### config.mk
export PLATFORM = sky130hd
export DESIGN_NAME = ast_timing_regs
export DESIGN_NICKNAME = d
export VERILOG_FILES = /design/src/core/ast_timing_regs.v /design/src/core/ast_clk_div.v /design/src/core/ast_phase_seq.v
export VERILOG_INCLUDE_DIRS = /design/src /design/src/core
export SDC_FILE = /design/constraint.sdc
export NUM_CORES = 1
export LEC_CHECK = 0
export ABC_AREA = 1
export BUFFER_PORTS_ARGS = -buffer_cell sky130_fd_sc_hd__buf_2
export CAP_MARGIN = 25
export CORE_MARGIN = 2
export CORE_UTILIZATION = 61
export CTS_CLUSTER_SIZE = 40
export DETAILED_ROUTE_END_ITERATION = 8
export PLACE_DENSITY_LB_ADDON = 0.2
export SYNTH_ARGS = -nofsm -noshare
export SYNTH_HDL_FRONTEND = slang
export SYNTH_SLANG_ARGS = --single-unit
### constraint.sdc
create_clock -name clock -period 3.25 [get_ports clock]
set_input_delay 0.1625 -clock clock [delete_from_list [all_inputs] [get_ports clock]]
set_output_delay 0.1625 -clock clock [all_outputs]
set_load 0.01 [all_outputs]
### src/core/ast_map.vh
// Register map, field layout and timing constants for the sample timing block
`ifndef AST_MAP_VH
`define AST_MAP_VH
`define AST_OFF_PRE_LOW 12'h000
`define AST_OFF_PRE_HIGH 12'h004
`define AST_OFF_ACQ_LOW 12'h008
`define AST_OFF_ACQ_HIGH 12'h00c
`define AST_OFF_CAP 12'h010
`define AST_OFF_RPT 12'h014
`define AST_OFF_CNT 12'h018
`define AST_OFF_FLT_HIGH 12'h01c
`define AST_OFF_FLT_LOW 12'h020
`define AST_OFF_CLK_SEL 12'h024
`define AST_OFF_CTRL 12'h028
`define AST_OFF_STATUS 12'h02c
`define AST_CTRL_GO 0
`define AST_CTRL_MODE_LSB 4
`define AST_CTRL_MODE_MSB 6
`define AST_CTRL_SHIFT_LSB 8
`define AST_CTRL_SHIFT_MSB 10
`define AST_MODE_BASIC 3'h0
`define AST_MODE_ACCUM 3'h1
`define AST_MODE_AVG 3'h2
`define AST_MODE_BURST 3'h3
`define AST_MODE_LPF 3'h4
`define AST_ACQ_LONG 14'h2000
`define AST_HIGH_MASK 8'h1f
`define AST_ZERO8 8'h00
`define AST_ZERO13 13'h0000
`define AST_ONE13 13'h0001
`define AST_ZERO14 14'h0000
`define AST_ONE14 14'h0001
`define AST_ONE8 8'h01
`define AST_ZERO6 6'h00
`define AST_ONE6 6'h01
`define AST_ZERO16 16'h0000
`define AST_ZERO3 3'h0
`define AST_ZERO5 5'h00
`define AST_ZERO7 7'h00
`define AST_ONE7 7'h01
`define AST_ZERO32 32'h00000000
`endif

### src/core/ast_timing_regs.v
// Timing and filter register slice with APB slave
//
// Local design decisions: the address map and the APB slave port.
`default_nettype none
`include "ast_map.vh"
module ast_timing_regs (
  input wire clock,
  input wire rst,
  input wire psel,
  input wire penable,
  input wire pwrite,
  input wire [11:0] paddr,
  input wire [31:0] pwdata,
  output reg [31:0] prdata,
  output reg pready,
  output reg pslverr,
  input wire trigger,
  input wire convert_done,
  input wire [17:0] accumulator_value,
  input wire [15:0] lpf_result,
  output reg precharge_active,
  output reg acquire_active,
  output reg convert_active,
  output reg [4:0] extra_capacitance_select,
  output reg threshold_check,
  output reg [15:0] filter_output_value
);
  reg [7:0] precharge_low;
  reg [4:0] precharge_high;
  reg [7:0] acquisition_time_low;
  reg [4:0] acquisition_time_high;
  reg [7:0] repeat_threshold;
  reg [7:0] trigger_counter;
  reg [5:0] clock_select;
  reg go;
  reg [2:0] computation_mode;
  reg [2:0] result_shift_amount;
  reg [31:0] next_rdata;
  reg hit;
  wire [12:0] precharge_count = {precharge_high, precharge_low};
  wire [12:0] acquisition_count = {acquisition_time_high, acquisition_time_low};
  wire tick;
  wire seq_pre;
  wire seq_acq;
  wire seq_conv;
  wire seq_busy;
  wire access = psel && penable && !pready;
  // Writes land at the completing edge, when the master samples pready
  wire wr = psel && penable && pready && pwrite;
  wire rd = access && !pwrite;
  // Triggers are honoured only while idle; a busy trigger would otherwise still bump trigger_counter
  wire start = trigger && go && !seq_busy;
  wire counting_mode = computation_mode == `AST_MODE_LPF ||
    computation_mode == `AST_MODE_AVG || computation_mode == `AST_MODE_BURST;
  wire cnt_written = wr && paddr == `AST_OFF_CNT;
  wire [7:0] next_count = trigger_counter + `AST_ONE8;
  wire [17:0] shifted = accumulator_value >> result_shift_amount;
  ast_clk_div u_div (
    .clock(clock),
    .rst(rst),
    .divide_select(clock_select),
    .tick(tick)
  );
  ast_phase_seq u_seq (
    .clock(clock),
    .rst(rst),
    .tick(tick),
    .start(start),
    .precharge_count(precharge_count),
    .acquisition_count(acquisition_count),
    .convert_done(convert_done),
    .precharge_active(seq_pre),
    .acquire_active(seq_acq),
    .convert_active(seq_conv),
    .busy(seq_busy)
  );
  always @* begin
    hit = 1'b1;
    next_rdata = `AST_ZERO32;
    case (paddr)
      `AST_OFF_PRE_LOW: next_rdata[7:0] = precharge_low;
      `AST_OFF_PRE_HIGH: next_rdata[4:0] = precharge_high;
      `AST_OFF_ACQ_LOW: next_rdata[7:0] = acquisition_time_low;
      `AST_OFF_ACQ_HIGH: next_rdata[4:0] = acquisition_time_high;
      `AST_OFF_CAP: next_rdata[4:0] = extra_capacitance_select;
      `AST_OFF_RPT: next_rdata[7:0] = repeat_threshold;
      `AST_OFF_CNT: next_rdata[7:0] = trigger_counter;
      `AST_OFF_FLT_HIGH: next_rdata[7:0] = filter_output_value[15:8];
      `AST_OFF_FLT_LOW: next_rdata[7:0] = filter_output_value[7:0];
      `AST_OFF_CLK_SEL: next_rdata[5:0] = clock_select;
      `AST_OFF_CTRL: begin
        next_rdata[`AST_CTRL_GO] = go;
        next_rdata[`AST_CTRL_MODE_MSB:`AST_CTRL_MODE_LSB] = computation_mode;
        next_rdata[`AST_CTRL_SHIFT_MSB:`AST_CTRL_SHIFT_LSB] = result_shift_amount;
      end
      `AST_OFF_STATUS: next_rdata[3:0] = {seq_conv, seq_acq, seq_pre, seq_busy};
      default: hit = 1'b0;
    endcase
  end
  always @(posedge clock) begin
    if (rst) begin
      prdata <= `AST_ZERO32;
      pready <= 1'b0;
      pslverr <= 1'b0;
    end else begin
      // One wait state: answer the access phase in its second cycle
      pready <= access;
      pslverr <= access && !hit;
      prdata <= rd ? next_rdata : `AST_ZERO32;
    end
  end
  always @(posedge clock) begin
    if (rst) begin
      precharge_low <= `AST_ZERO8;
      precharge_high <= `AST_ZERO5;
      acquisition_time_low <= `AST_ZERO8;
      acquisition_time_high <= `AST_ZERO5;
      extra_capacitance_select <= `AST_ZERO5;
      repeat_threshold <= `AST_ZERO8;
      clock_select <= `AST_ZERO6;
      go <= 1'b0;
      computation_mode <= `AST_MODE_BASIC;
      result_shift_amount <= `AST_ZERO3;
    end else if (wr) begin
      case (paddr)
        `AST_OFF_PRE_LOW: precharge_low <= pwdata[7:0];
        `AST_OFF_PRE_HIGH: precharge_high <= pwdata[4:0];
        `AST_OFF_ACQ_LOW: acquisition_time_low <= pwdata[7:0];
        `AST_OFF_ACQ_HIGH: acquisition_time_high <= pwdata[4:0];
        `AST_OFF_CAP: extra_capacitance_select <= pwdata[4:0];
        `AST_OFF_RPT: repeat_threshold <= pwdata[7:0];
        `AST_OFF_CLK_SEL: clock_select <= pwdata[5:0];
        `AST_OFF_CTRL: begin
          go <= pwdata[`AST_CTRL_GO];
          computation_mode <= pwdata[`AST_CTRL_MODE_MSB:`AST_CTRL_MODE_LSB];
          result_shift_amount <= pwdata[`AST_CTRL_SHIFT_MSB:`AST_CTRL_SHIFT_LSB];
        end
        default: go <= go; // Filter bytes are read only
      endcase
    end
  end
  always @(posedge clock) begin
    if (rst) begin
      trigger_counter <= `AST_ZERO8;
      threshold_check <= 1'b0;
    end else begin
      threshold_check <= 1'b0;
      // A trigger in the same cycle as a software write wins
      if (start) begin
        trigger_counter <= next_count;
        if (!counting_mode || next_count >= repeat_threshold) begin
          threshold_check <= 1'b1;
        end
      end else if (cnt_written) begin
        trigger_counter <= pwdata[7:0];
      end
    end
  end
  always @(posedge clock) begin
    if (rst) begin
      filter_output_value <= `AST_ZERO16;
      precharge_active <= 1'b0;
      acquire_active <= 1'b0;
      convert_active <= 1'b0;
    end else begin
      precharge_active <= seq_pre;
      acquire_active <= seq_acq;
      convert_active <= seq_conv;
      if (computation_mode == `AST_MODE_LPF) begin
        filter_output_value <= lpf_result;
      end else begin
        filter_output_value <= shifted[15:0];
      end
    end
  end
endmodule
`default_nettype wire

### src/core/ast_clk_div.v
// Converter clock tick generator, even divide ratios
`default_nettype none
`include "ast_map.vh"
module ast_clk_div (
  input wire clock,
  input wire rst,
  input wire [5:0] divide_select,
  output reg tick
);
  // Two system clocks per select step: period is 2*(sel+1)
  reg [6:0] count;
  wire [6:0] limit = {divide_select, 1'b1};
  always @(posedge clock) begin
    if (rst) begin
      count <= `AST_ZERO7;
      tick <= 1'b0;
    end else if (count >= limit) begin
      count <= `AST_ZERO7;
      tick <= 1'b1;
    end else begin
      count <= count + `AST_ONE7;
      tick <= 1'b0;
    end
  end
endmodule
`default_nettype wire

### src/core/ast_phase_seq.v
// Precharge, acquisition and conversion phase sequencer
`default_nettype none
`include "ast_map.vh"
module ast_phase_seq (
  input wire clock,
  input wire rst,
  input wire tick,
  input wire start,
  input wire [12:0] precharge_count,
  input wire [12:0] acquisition_count,
  input wire convert_done,
  output reg precharge_active,
  output reg acquire_active,
  output reg convert_active,
  output reg busy
);
  localparam [3:0] ST_IDLE = 4'h1;
  localparam [3:0] ST_PRE = 4'h2;
  localparam [3:0] ST_ACQ = 4'h4;
  localparam [3:0] ST_CONV = 4'h8;
  reg [3:0] state;
  reg [3:0] next_state;
  reg [13:0] remain;
  reg [13:0] next_remain;
  wire pre_on = precharge_count != `AST_ZERO13;
  // Acquisition length in converter clocks; zero means 8192 after a precharge, skip otherwise
  wire [13:0] acq_len = (acquisition_count != `AST_ZERO13) ? {1'b0, acquisition_count} :
    (pre_on ? `AST_ACQ_LONG : `AST_ZERO14);
  always @* begin
    next_state = state;
    next_remain = remain;
    case (state)
      ST_IDLE: begin
        if (start) begin
          if (pre_on) begin
            next_state = ST_PRE;
            next_remain = {1'b0, precharge_count};
          end else if (acq_len != `AST_ZERO14) begin
            next_state = ST_ACQ;
            next_remain = acq_len;
          end else begin
            next_state = ST_CONV;
          end
        end
      end
      ST_PRE: begin
        if (tick) begin
          if (remain == `AST_ONE14) begin
            next_state = ST_ACQ;
            next_remain = acq_len;
          end else begin
            next_remain = remain - `AST_ONE14;
          end
        end
      end
      ST_ACQ: begin
        if (tick) begin
          if (remain == `AST_ONE14) begin
            next_state = ST_CONV;
          end else begin
            next_remain = remain - `AST_ONE14;
          end
        end
      end
      ST_CONV: begin
        if (convert_done) begin
          next_state = ST_IDLE;
        end
      end
      default: begin
        next_state = ST_IDLE;
      end
    endcase
  end
  always @(posedge clock) begin
    if (rst) begin
      state <= ST_IDLE;
      remain <= `AST_ZERO14;
      precharge_active <= 1'b0;
      acquire_active <= 1'b0;
      convert_active <= 1'b0;
      busy <= 1'b0;
    end else begin
      state <= next_state;
      remain <= next_remain;
      precharge_active <= next_state == ST_PRE;
      acquire_active <= next_state == ST_ACQ;
      convert_active <= next_state == ST_CONV;
      busy <= next_state != ST_IDLE;
    end
  end
endmodule
`default_nettype wire

# After elaboration in Yosys (flattened, before gate mapping)
# Cells that the tools add are included.
[classes]
n_addsub = 3
multipliers = 0
n_div = 0
order_cmp = 2
eq_ne = 28
shift = 1
muxes = 31
bitwise = 3
n_reduce_logical = 37
[op_table]
columns = ["cell", "count"]
rows = [
  ["$mux 14", 9],
  ["$eq 12x5->1 const B", 4],
  ["$eq 12x6->1 const B", 4],
  ["$pmux 14 s3", 1],
  ["$pmux 3 s11", 1],
  ["$mux 4", 8],
  ["$reduce_bool 13->1", 2],
  ["$eq 12x4->1 const B", 2],
  ["$shr 18x3->16", 1],
  ["$mux 16", 1],
  ["$mux 8", 2],
  ["$pmux 4 s4", 1],
  ["$reduce_and 2->1", 8],
  ["$eq 14x1->1 const B", 1],
  ["$reduce_bool 14->1", 1],
  ["$sub 14x1->14 const B", 1],
  ["$eq 12x3->1 const B", 1],
  ["$logic_not 12->1", 1],
  ["$pmux 1 s12", 1],
  ["$reduce_or 12->1", 1],
  ["$pmux 1 s11", 1],
  ["$logic_and 1x1->1", 9],
  ["$add 8x1->8 const B", 1],
  ["$eq 4x2->1 const B", 2],
  ["23 further kinds", 41],
]
[word_totals]
register_bits = 144
latchBits = 0
mem_bits_rw = 0
rom_bits = 0
in_bits = 85
out_inout_bits = 59
word_cells = 134
memories = 0

# Depth between registers and ports, before layout
[logic_depth]
depth_word = 9
ltp_mapped = 13
depth_no_buf = 13

# Hierarchy
# A second synthesis with hierarchy kept.
[unflattened]
cells_unflattened = 1207
area_unflattened_um2 = 7851.3
[modules_own_cells]
columns = ["module", "instances", "cells_each", "area_per_inst_um2", "seq_area_each_um2"]
rows = [
  ["ast_timing_regs", 1, 825, 5556.6, 1861.8],
  ["ast_phase_seq", 1, 318, 1803.0, 440.4],
  ["ast_clk_div", 1, 64, 491.7, 160.2],
]

# Worst setup path before layout
# OpenSTA, ideal clock, no wires.
[synth_path]
kind = "register to register"
startpoint = "register trigger_counter[0]"
endpoint = "register threshold_check"
arrival_ns = 1.648
slack_ns = 1.491
path_stages_with_launch = 12
path_buffers = 0
cell_sequence = "dfxtp_1 > ha_1 > nand2_1 > nor3_1 > xor2_1 > ha_1 > nand2_1 > nor2_1 > nand4_1 > nand4_1 > nand3_1 > inv_1"
[synth_via]
elab_chain_cells = 4
[synth_rtl]
columns = ["item", "line_no", "source"]
rows = [
  ["start: declaration", "ast_timing_regs.v:33", "reg [7:0] trigger_counter;"],
  ["start signal: assignment", "ast_timing_regs.v:144", "trigger_counter <= `AST_ZERO8;"],
  ["start signal: assignment", "ast_timing_regs.v:150", "trigger_counter <= next_count;"],
  ["start signal: assignment", "ast_timing_regs.v:155", "trigger_counter <= pwdata[7:0];"],
  ["$add 8x1->8 (no line)", "n/a", ""],
  ["$ge 8x8->1", "ast_timing_regs.v:151", "if (!counting_mode || next_count >= repeat_threshold) begin"],
  ["$logic_or 1x1->1", "ast_timing_regs.v:151", ""],
  ["$mux 1", "ast_timing_regs.v:151", ""],
  ["end signal: assignment", "ast_timing_regs.v:145", "threshold_check <= 1'b0;"],
  ["end signal: assignment", "ast_timing_regs.v:147", "threshold_check <= 1'b0;"],
  ["end signal: assignment", "ast_timing_regs.v:152", "threshold_check <= 1'b1;"],
  ["end: declaration", "ast_timing_regs.v:25", "output reg threshold_check,"],
]
# No other way between the ends.
# A chain may end at the register's enable or synchronous reset.

# Final worst setup path
[layout_path]
startpoint = "register result_shift_amount[0]"
endpoint = "register filter_output_value[9]"
[layout_via]
elab_chain_cells = 2
[layout_rtl]
columns = ["item", "line_no", "source"]
rows = [
  ["start: declaration", "ast_timing_regs.v:37", "reg [2:0] result_shift_amount;"],
  ["start signal: assignment", "ast_timing_regs.v:123", "result_shift_amount <= `AST_ZERO3;"],
  ["start signal: assignment", "ast_timing_regs.v:136", "result_shift_amount <= pwdata[`AST_CTRL_SHIFT_MSB:`AST_CTRL_SHIFT_LSB];"],
  ["$shr 18x3->16", "ast_timing_regs.v:57", "wire [17:0] shifted = accumulator_value >> result_shift_amount;"],
  ["$mux 16", "ast_timing_regs.v:169", "if (computation_mode == `AST_MODE_LPF) begin"],
  ["end signal: assignment", "ast_timing_regs.v:161", "filter_output_value <= `AST_ZERO16;"],
  ["end signal: assignment", "ast_timing_regs.v:170", "filter_output_value <= lpf_result;"],
  ["end signal: assignment", "ast_timing_regs.v:172", "filter_output_value <= shifted[15:0];"],
  ["end: declaration", "ast_timing_regs.v:26", "output reg [15:0] filter_output_value"],
]
# No other way between the ends.

==> results.rst <==
.. list-table::
   :header-rows: 1

   * - Metric
     - Value
   * - Floorplan core area
     - about 12,000 um2
   * - Number of max-capacitance violations reported
     - 0
   * - Synthesized area
     - 7433 um2
   * - Gp weighted congestion
     - approximately 0.96
   * - Buffers on Ports
     - approximately 100
   * - Detailed router's first-iteration violation count
     - approximately 560
   * - Portion of the post-synthesis area used by sequential elements
     - 0.3313
   * - Required time worst endpoint
     - approximately 3.6 ns
   * - Sum of overflow across all layers after global routing
     - 0
   * - GRT Overall Usage
     - 0.3403
   * - Die Wd
     - approximately 110 um
   * - Clock Sink Count
     - 123
   * - Count of boundary I/O pins
     - between 100 and 150
   * - Setup crit end kind
     - register
   * - Synthesis Warnings
     - 0
   * - Final worst path period share
     - 0.6513
   * - RSZ-0062 raised after global routing
     - false
   * - CTS tree
     - built
   * - Slew at the pin closest to its max-slew limit
     - 0.9216 ns
   * - Post-place setup slack
     - around 1.2 ns
   * - DRC Markers
     - 0
   * - Initial Utilization
     - 0.6214
   * - Fraction of final layout cells with drive strength greater than 1
     - 0.1412
   * - Max Clock Freq
     - between 0.4 and 0.5 GHz
   * - Max incr delay on CP
     - roughly 0.72 ns
   * - Maximum number of buffers from clock root to sink
     - 2
   * - Critical Path Source Type
     - register
   * - Clock latency on the worst-skew pair
     - about 0.42 ns
   * - Master cell of the clock root buffer
     - sky130_fd_sc_hd__clkbuf_16
   * - Number of antenna violations at the first check in global routing
     - 0
   * - Cell row count
     - 40
   * - Total Routed Length
     - 21,650 um
   * - WL/cell
     - approximately 15 um
   * - Critical path class
     - reg2reg
   * - Post-cts repair resize count
     - 0
   * - Via-per-instance ratio
     - 5.559
   * - Largest net degree at the start of global routing
     - 40
   * - Worst VDD drop
     - between 0.3 and 0.4 mV
   * - Max-slew violation count
     - 0
   * - Via count of the first global-routing pass
     - between 7,000 and 8,000
   * - Number of nets in the final layout
     - about 1,400
   * - Total vias in the final route
     - a little under 8,000
   * - DIE HEIGHT
     - between 100 and 150 um
   * - Antenna Diode Count
     - 0
   * - Status
     - finished clean
   * - Final hold violations
     - 0
   * - Data arrival time at the worst-slack endpoint
     - 2.43 ns
   * - Dominant register cell in the synthesized netlist
     - sky130_fd_sc_hd__dfxtp_1
   * - Antenna viol nets, final
     - 0
   * - Post-route insts no fill
     - roughly 1,400
   * - Leakage
     - between 0.004 and 0.005 uW
   * - Worst slew margin relative to its limit
     - 0.3833
   * - Seq cells post-synth
     - around 120
   * - Final TNS setup
     - 0 ns
   * - Half-perimeter wire length of the detailed placement result
     - around 16,000 um
   * - Number of CTS-inserted buffers
     - 17
   * - Most common cell after layout, fill and taps aside
     - sky130_fd_sc_hd__nand2_1
   * - Instance count of the mapped netlist
     - 1,172
   * - Layout area overhead
     - 15.12%
   * - Power density over the cells
     - roughly 490 nW/um2
   * - Clock Skews
     - 0.005853 ns
   * - Avg Inst Size Synth
     - between 6 and 7 um2
   * - Wire length of the first global-routing pass
     - between 30,000 and 40,000 um
   * - CTS HTree Levels
     - 4
   * - Highest-count cells in the layout ignoring fill and taps
     - 293 x sky130_fd_sc_hd__nand2_1, 152 x sky130_fd_sc_hd__nor2_1, 132 x sky130_fd_sc_hd__inv_1
   * - Cell breakdown of the critical path
     - inv_1, nand2_1, nand2_1, o21ai_0, nor2_1, o21ai_0, inv_1
   * - Final Worst Setup Slack
     - between 1 and 1.5 ns
   * - Tightest Hold Check Type
     - in2reg
   * - Area of the die
     - ~13,000 um2
   * - Count of placed standard cells including taps
     - 1,388
   * - Biggest fanout along the worst timing path
     - 20
   * - Fin crit period
     - between 2 and 2.5 ns
   * - Final setup violation count
     - 0
   * - Async set or reset register ratio after synthesis
     - 0
   * - Number of distinct library cells after synthesis
     - 39
   * - Worst path slowest cell
     - sky130_fd_sc_hd__dfxtp_1
   * - DR pass1 iterations
     - 6
   * - CTS clock-pin slew for the worst setup and hold paths
     - 0.06 ns
   * - Count of flip-flops with a built-in enable after synthesis
     - 0
==> final cells by class <==
class	count	area, um2
Timing Repair Buffer	108	563.0
Clock inverter	14	195.2
Clock buffer	18	439.2
Sequential cell	123	2462
Tap cell	147	183.9
Multi-Input combinational cell	872	4188
Inverter	140	525.5
Fill cell	1070	3405
==> final timing paths <==
path	start	end	depth (start not counted)	slack [ns]
worst max-delay path	result_shift_amount[0]	filter_output_value[9]	7	1.13
worst min-delay path	lpf_result[14]	filter_output_value[14]	3	0.01
worst max register to register	result_shift_amount[0]	filter_output_value[9]	7	1.13
worst min register to register	u_div.count[0]	u_div.count[0]	1	0.47
==> synthesized netlist by cell type (2+ instances only) <==
master / count / area (um2)
sky130_fd_sc_hd__nand2_1: 293 / 1100
sky130_fd_sc_hd__nor2_1: 152 / 570.6
sky130_fd_sc_hd__inv_1: 132 / 495.5
sky130_fd_sc_hd__dfxtp_1: 123 / 2462
sky130_fd_sc_hd__nand3_1: 110 / 550.5
sky130_fd_sc_hd__o21ai_0: 107 / 535.5
sky130_fd_sc_hd__a21oi_1: 65 / 325.3
sky130_fd_sc_hd__buf_4: 24 / 180.2
sky130_fd_sc_hd__clkbuf_1: 18 / 67.56
sky130_fd_sc_hd__ha_1: 18 / 225.2
sky130_fd_sc_hd__nand4_1: 13 / 81.33
sky130_fd_sc_hd__buf_2: 11 / 55.05
sky130_fd_sc_hd__nor2_2: 10 / 62.56
sky130_fd_sc_hd__nor3_1: 10 / 50.05
sky130_fd_sc_hd__nand2_2: 9 / 56.30
sky130_fd_sc_hd__a211oi_1: 8 / 60.06
sky130_fd_sc_hd__nor2_4: 8 / 90.09
sky130_fd_sc_hd__inv_2: 6 / 22.52
sky130_fd_sc_hd__o211ai_1: 6 / 45.04
sky130_fd_sc_hd__xor2_1: 6 / 52.55
sky130_fd_sc_hd__o2bb2ai_1: 5 / 43.79
sky130_fd_sc_hd__a31oi_1: 4 / 25.02
sky130_fd_sc_hd__xnor2_1: 4 / 35.03
sky130_fd_sc_hd__mux2i_1: 3 / 30.03
sky130_fd_sc_hd__nand3_2: 3 / 30.03
sky130_fd_sc_hd__o221ai_1: 3 / 26.28
sky130_fd_sc_hd__or2_2: 3 / 18.77
sky130_fd_sc_hd__a2bb2oi_1: 2 / 17.52
sky130_fd_sc_hd__buf_1: 2 / 7.510
sky130_fd_sc_hd__buf_6: 2 / 22.52
sky130_fd_sc_hd__clkinv_1: 2 / 7.510
sky130_fd_sc_hd__o21ai_1: 2 / 10.01
sky130_fd_sc_hd__o22ai_1: 2 / 12.51
==> power breakdown <==
group / internal [uW] / total [uW] / switching (uW)
registers: 1560 / 1600 / 39.6
clock network: 1310 / 2030 / 720
logic: 181 / 530 / 349
total: 3040 / 4150 / 1110
==> flip-flops by register name (all words and copies together), names as in the netlist, 3 cells and up <==
name,flops
prdata,11
clock_select,6
precharge_low,8
extra_capacitance_select,5
u_div.count,7
filter_output_value,16
repeat_threshold,8
u_seq.state,4
computation_mode,3
trigger_counter,8
precharge_high,5
acquisition_time_low,8
u_seq.remain,14
result_shift_amount,3
acquisition_time_high,5
==> layer usage <==
layer	wire length, um	vias to the layer above	global-route usage
met5	0	-	0
met2	10410	372	0.5680
met3	1610	81	0.06670
met4	954	0	0.1821
li1	-	3938	-
met1	8678	3514	0.4135
==> cells by family (layout without fill, tap and decap cells) <==
family | Yosys count | after routing | synth area share
AOI/OAI and AO/OA | 205 | 205 | 0.1491
xor gates and xnor gates | 10 | 10 | 0.01178
adders and majority gates | 18 | 18 | 0.03030
buffers and inverters | 197 | 280 | 0.1155
DFF | 123 | 123 | 0.3313
muxes | 3 | 3 | 0.004040
other | 1 | 21 | 0.0005045
and+or+nand+nor | 615 | 615 | 0.3575
==> per-stage QoR <==
step / instance area (um2) / hold WS (ns) / util / total power, uW
detailed placement: 7903 / 0.4287 / 0.6607 / 2140
global route: 8557 / 0.02673 / 0.7154 / 4308
finish: 8557 / 0.01443 / 0.7154 / 4152
CTS: 8557 / 0.008213 / 0.7154 / 4151
global placement: 7903 / 0.4189 / 0.6607 / 2130
floorplan: 7508 / 0.2456 / - / 2003
==> worst max-delay path: cells and delay by family (launching register included) <==
| kind | cells | cell delay [ns] |
|---|---|---|
| compound gates | 2 | 0.52 |
| buf+inv | 2 | 0.46 |
| flops | 1 | 0.72 |
| simple gates | 3 | 0.30 |
==> repair_timing <==
item	CTS	global route
setup buffers	0	0
hold buffers	2	0
endpoints found under the hold margin	2	0
(Power assumes the default switching activity.)
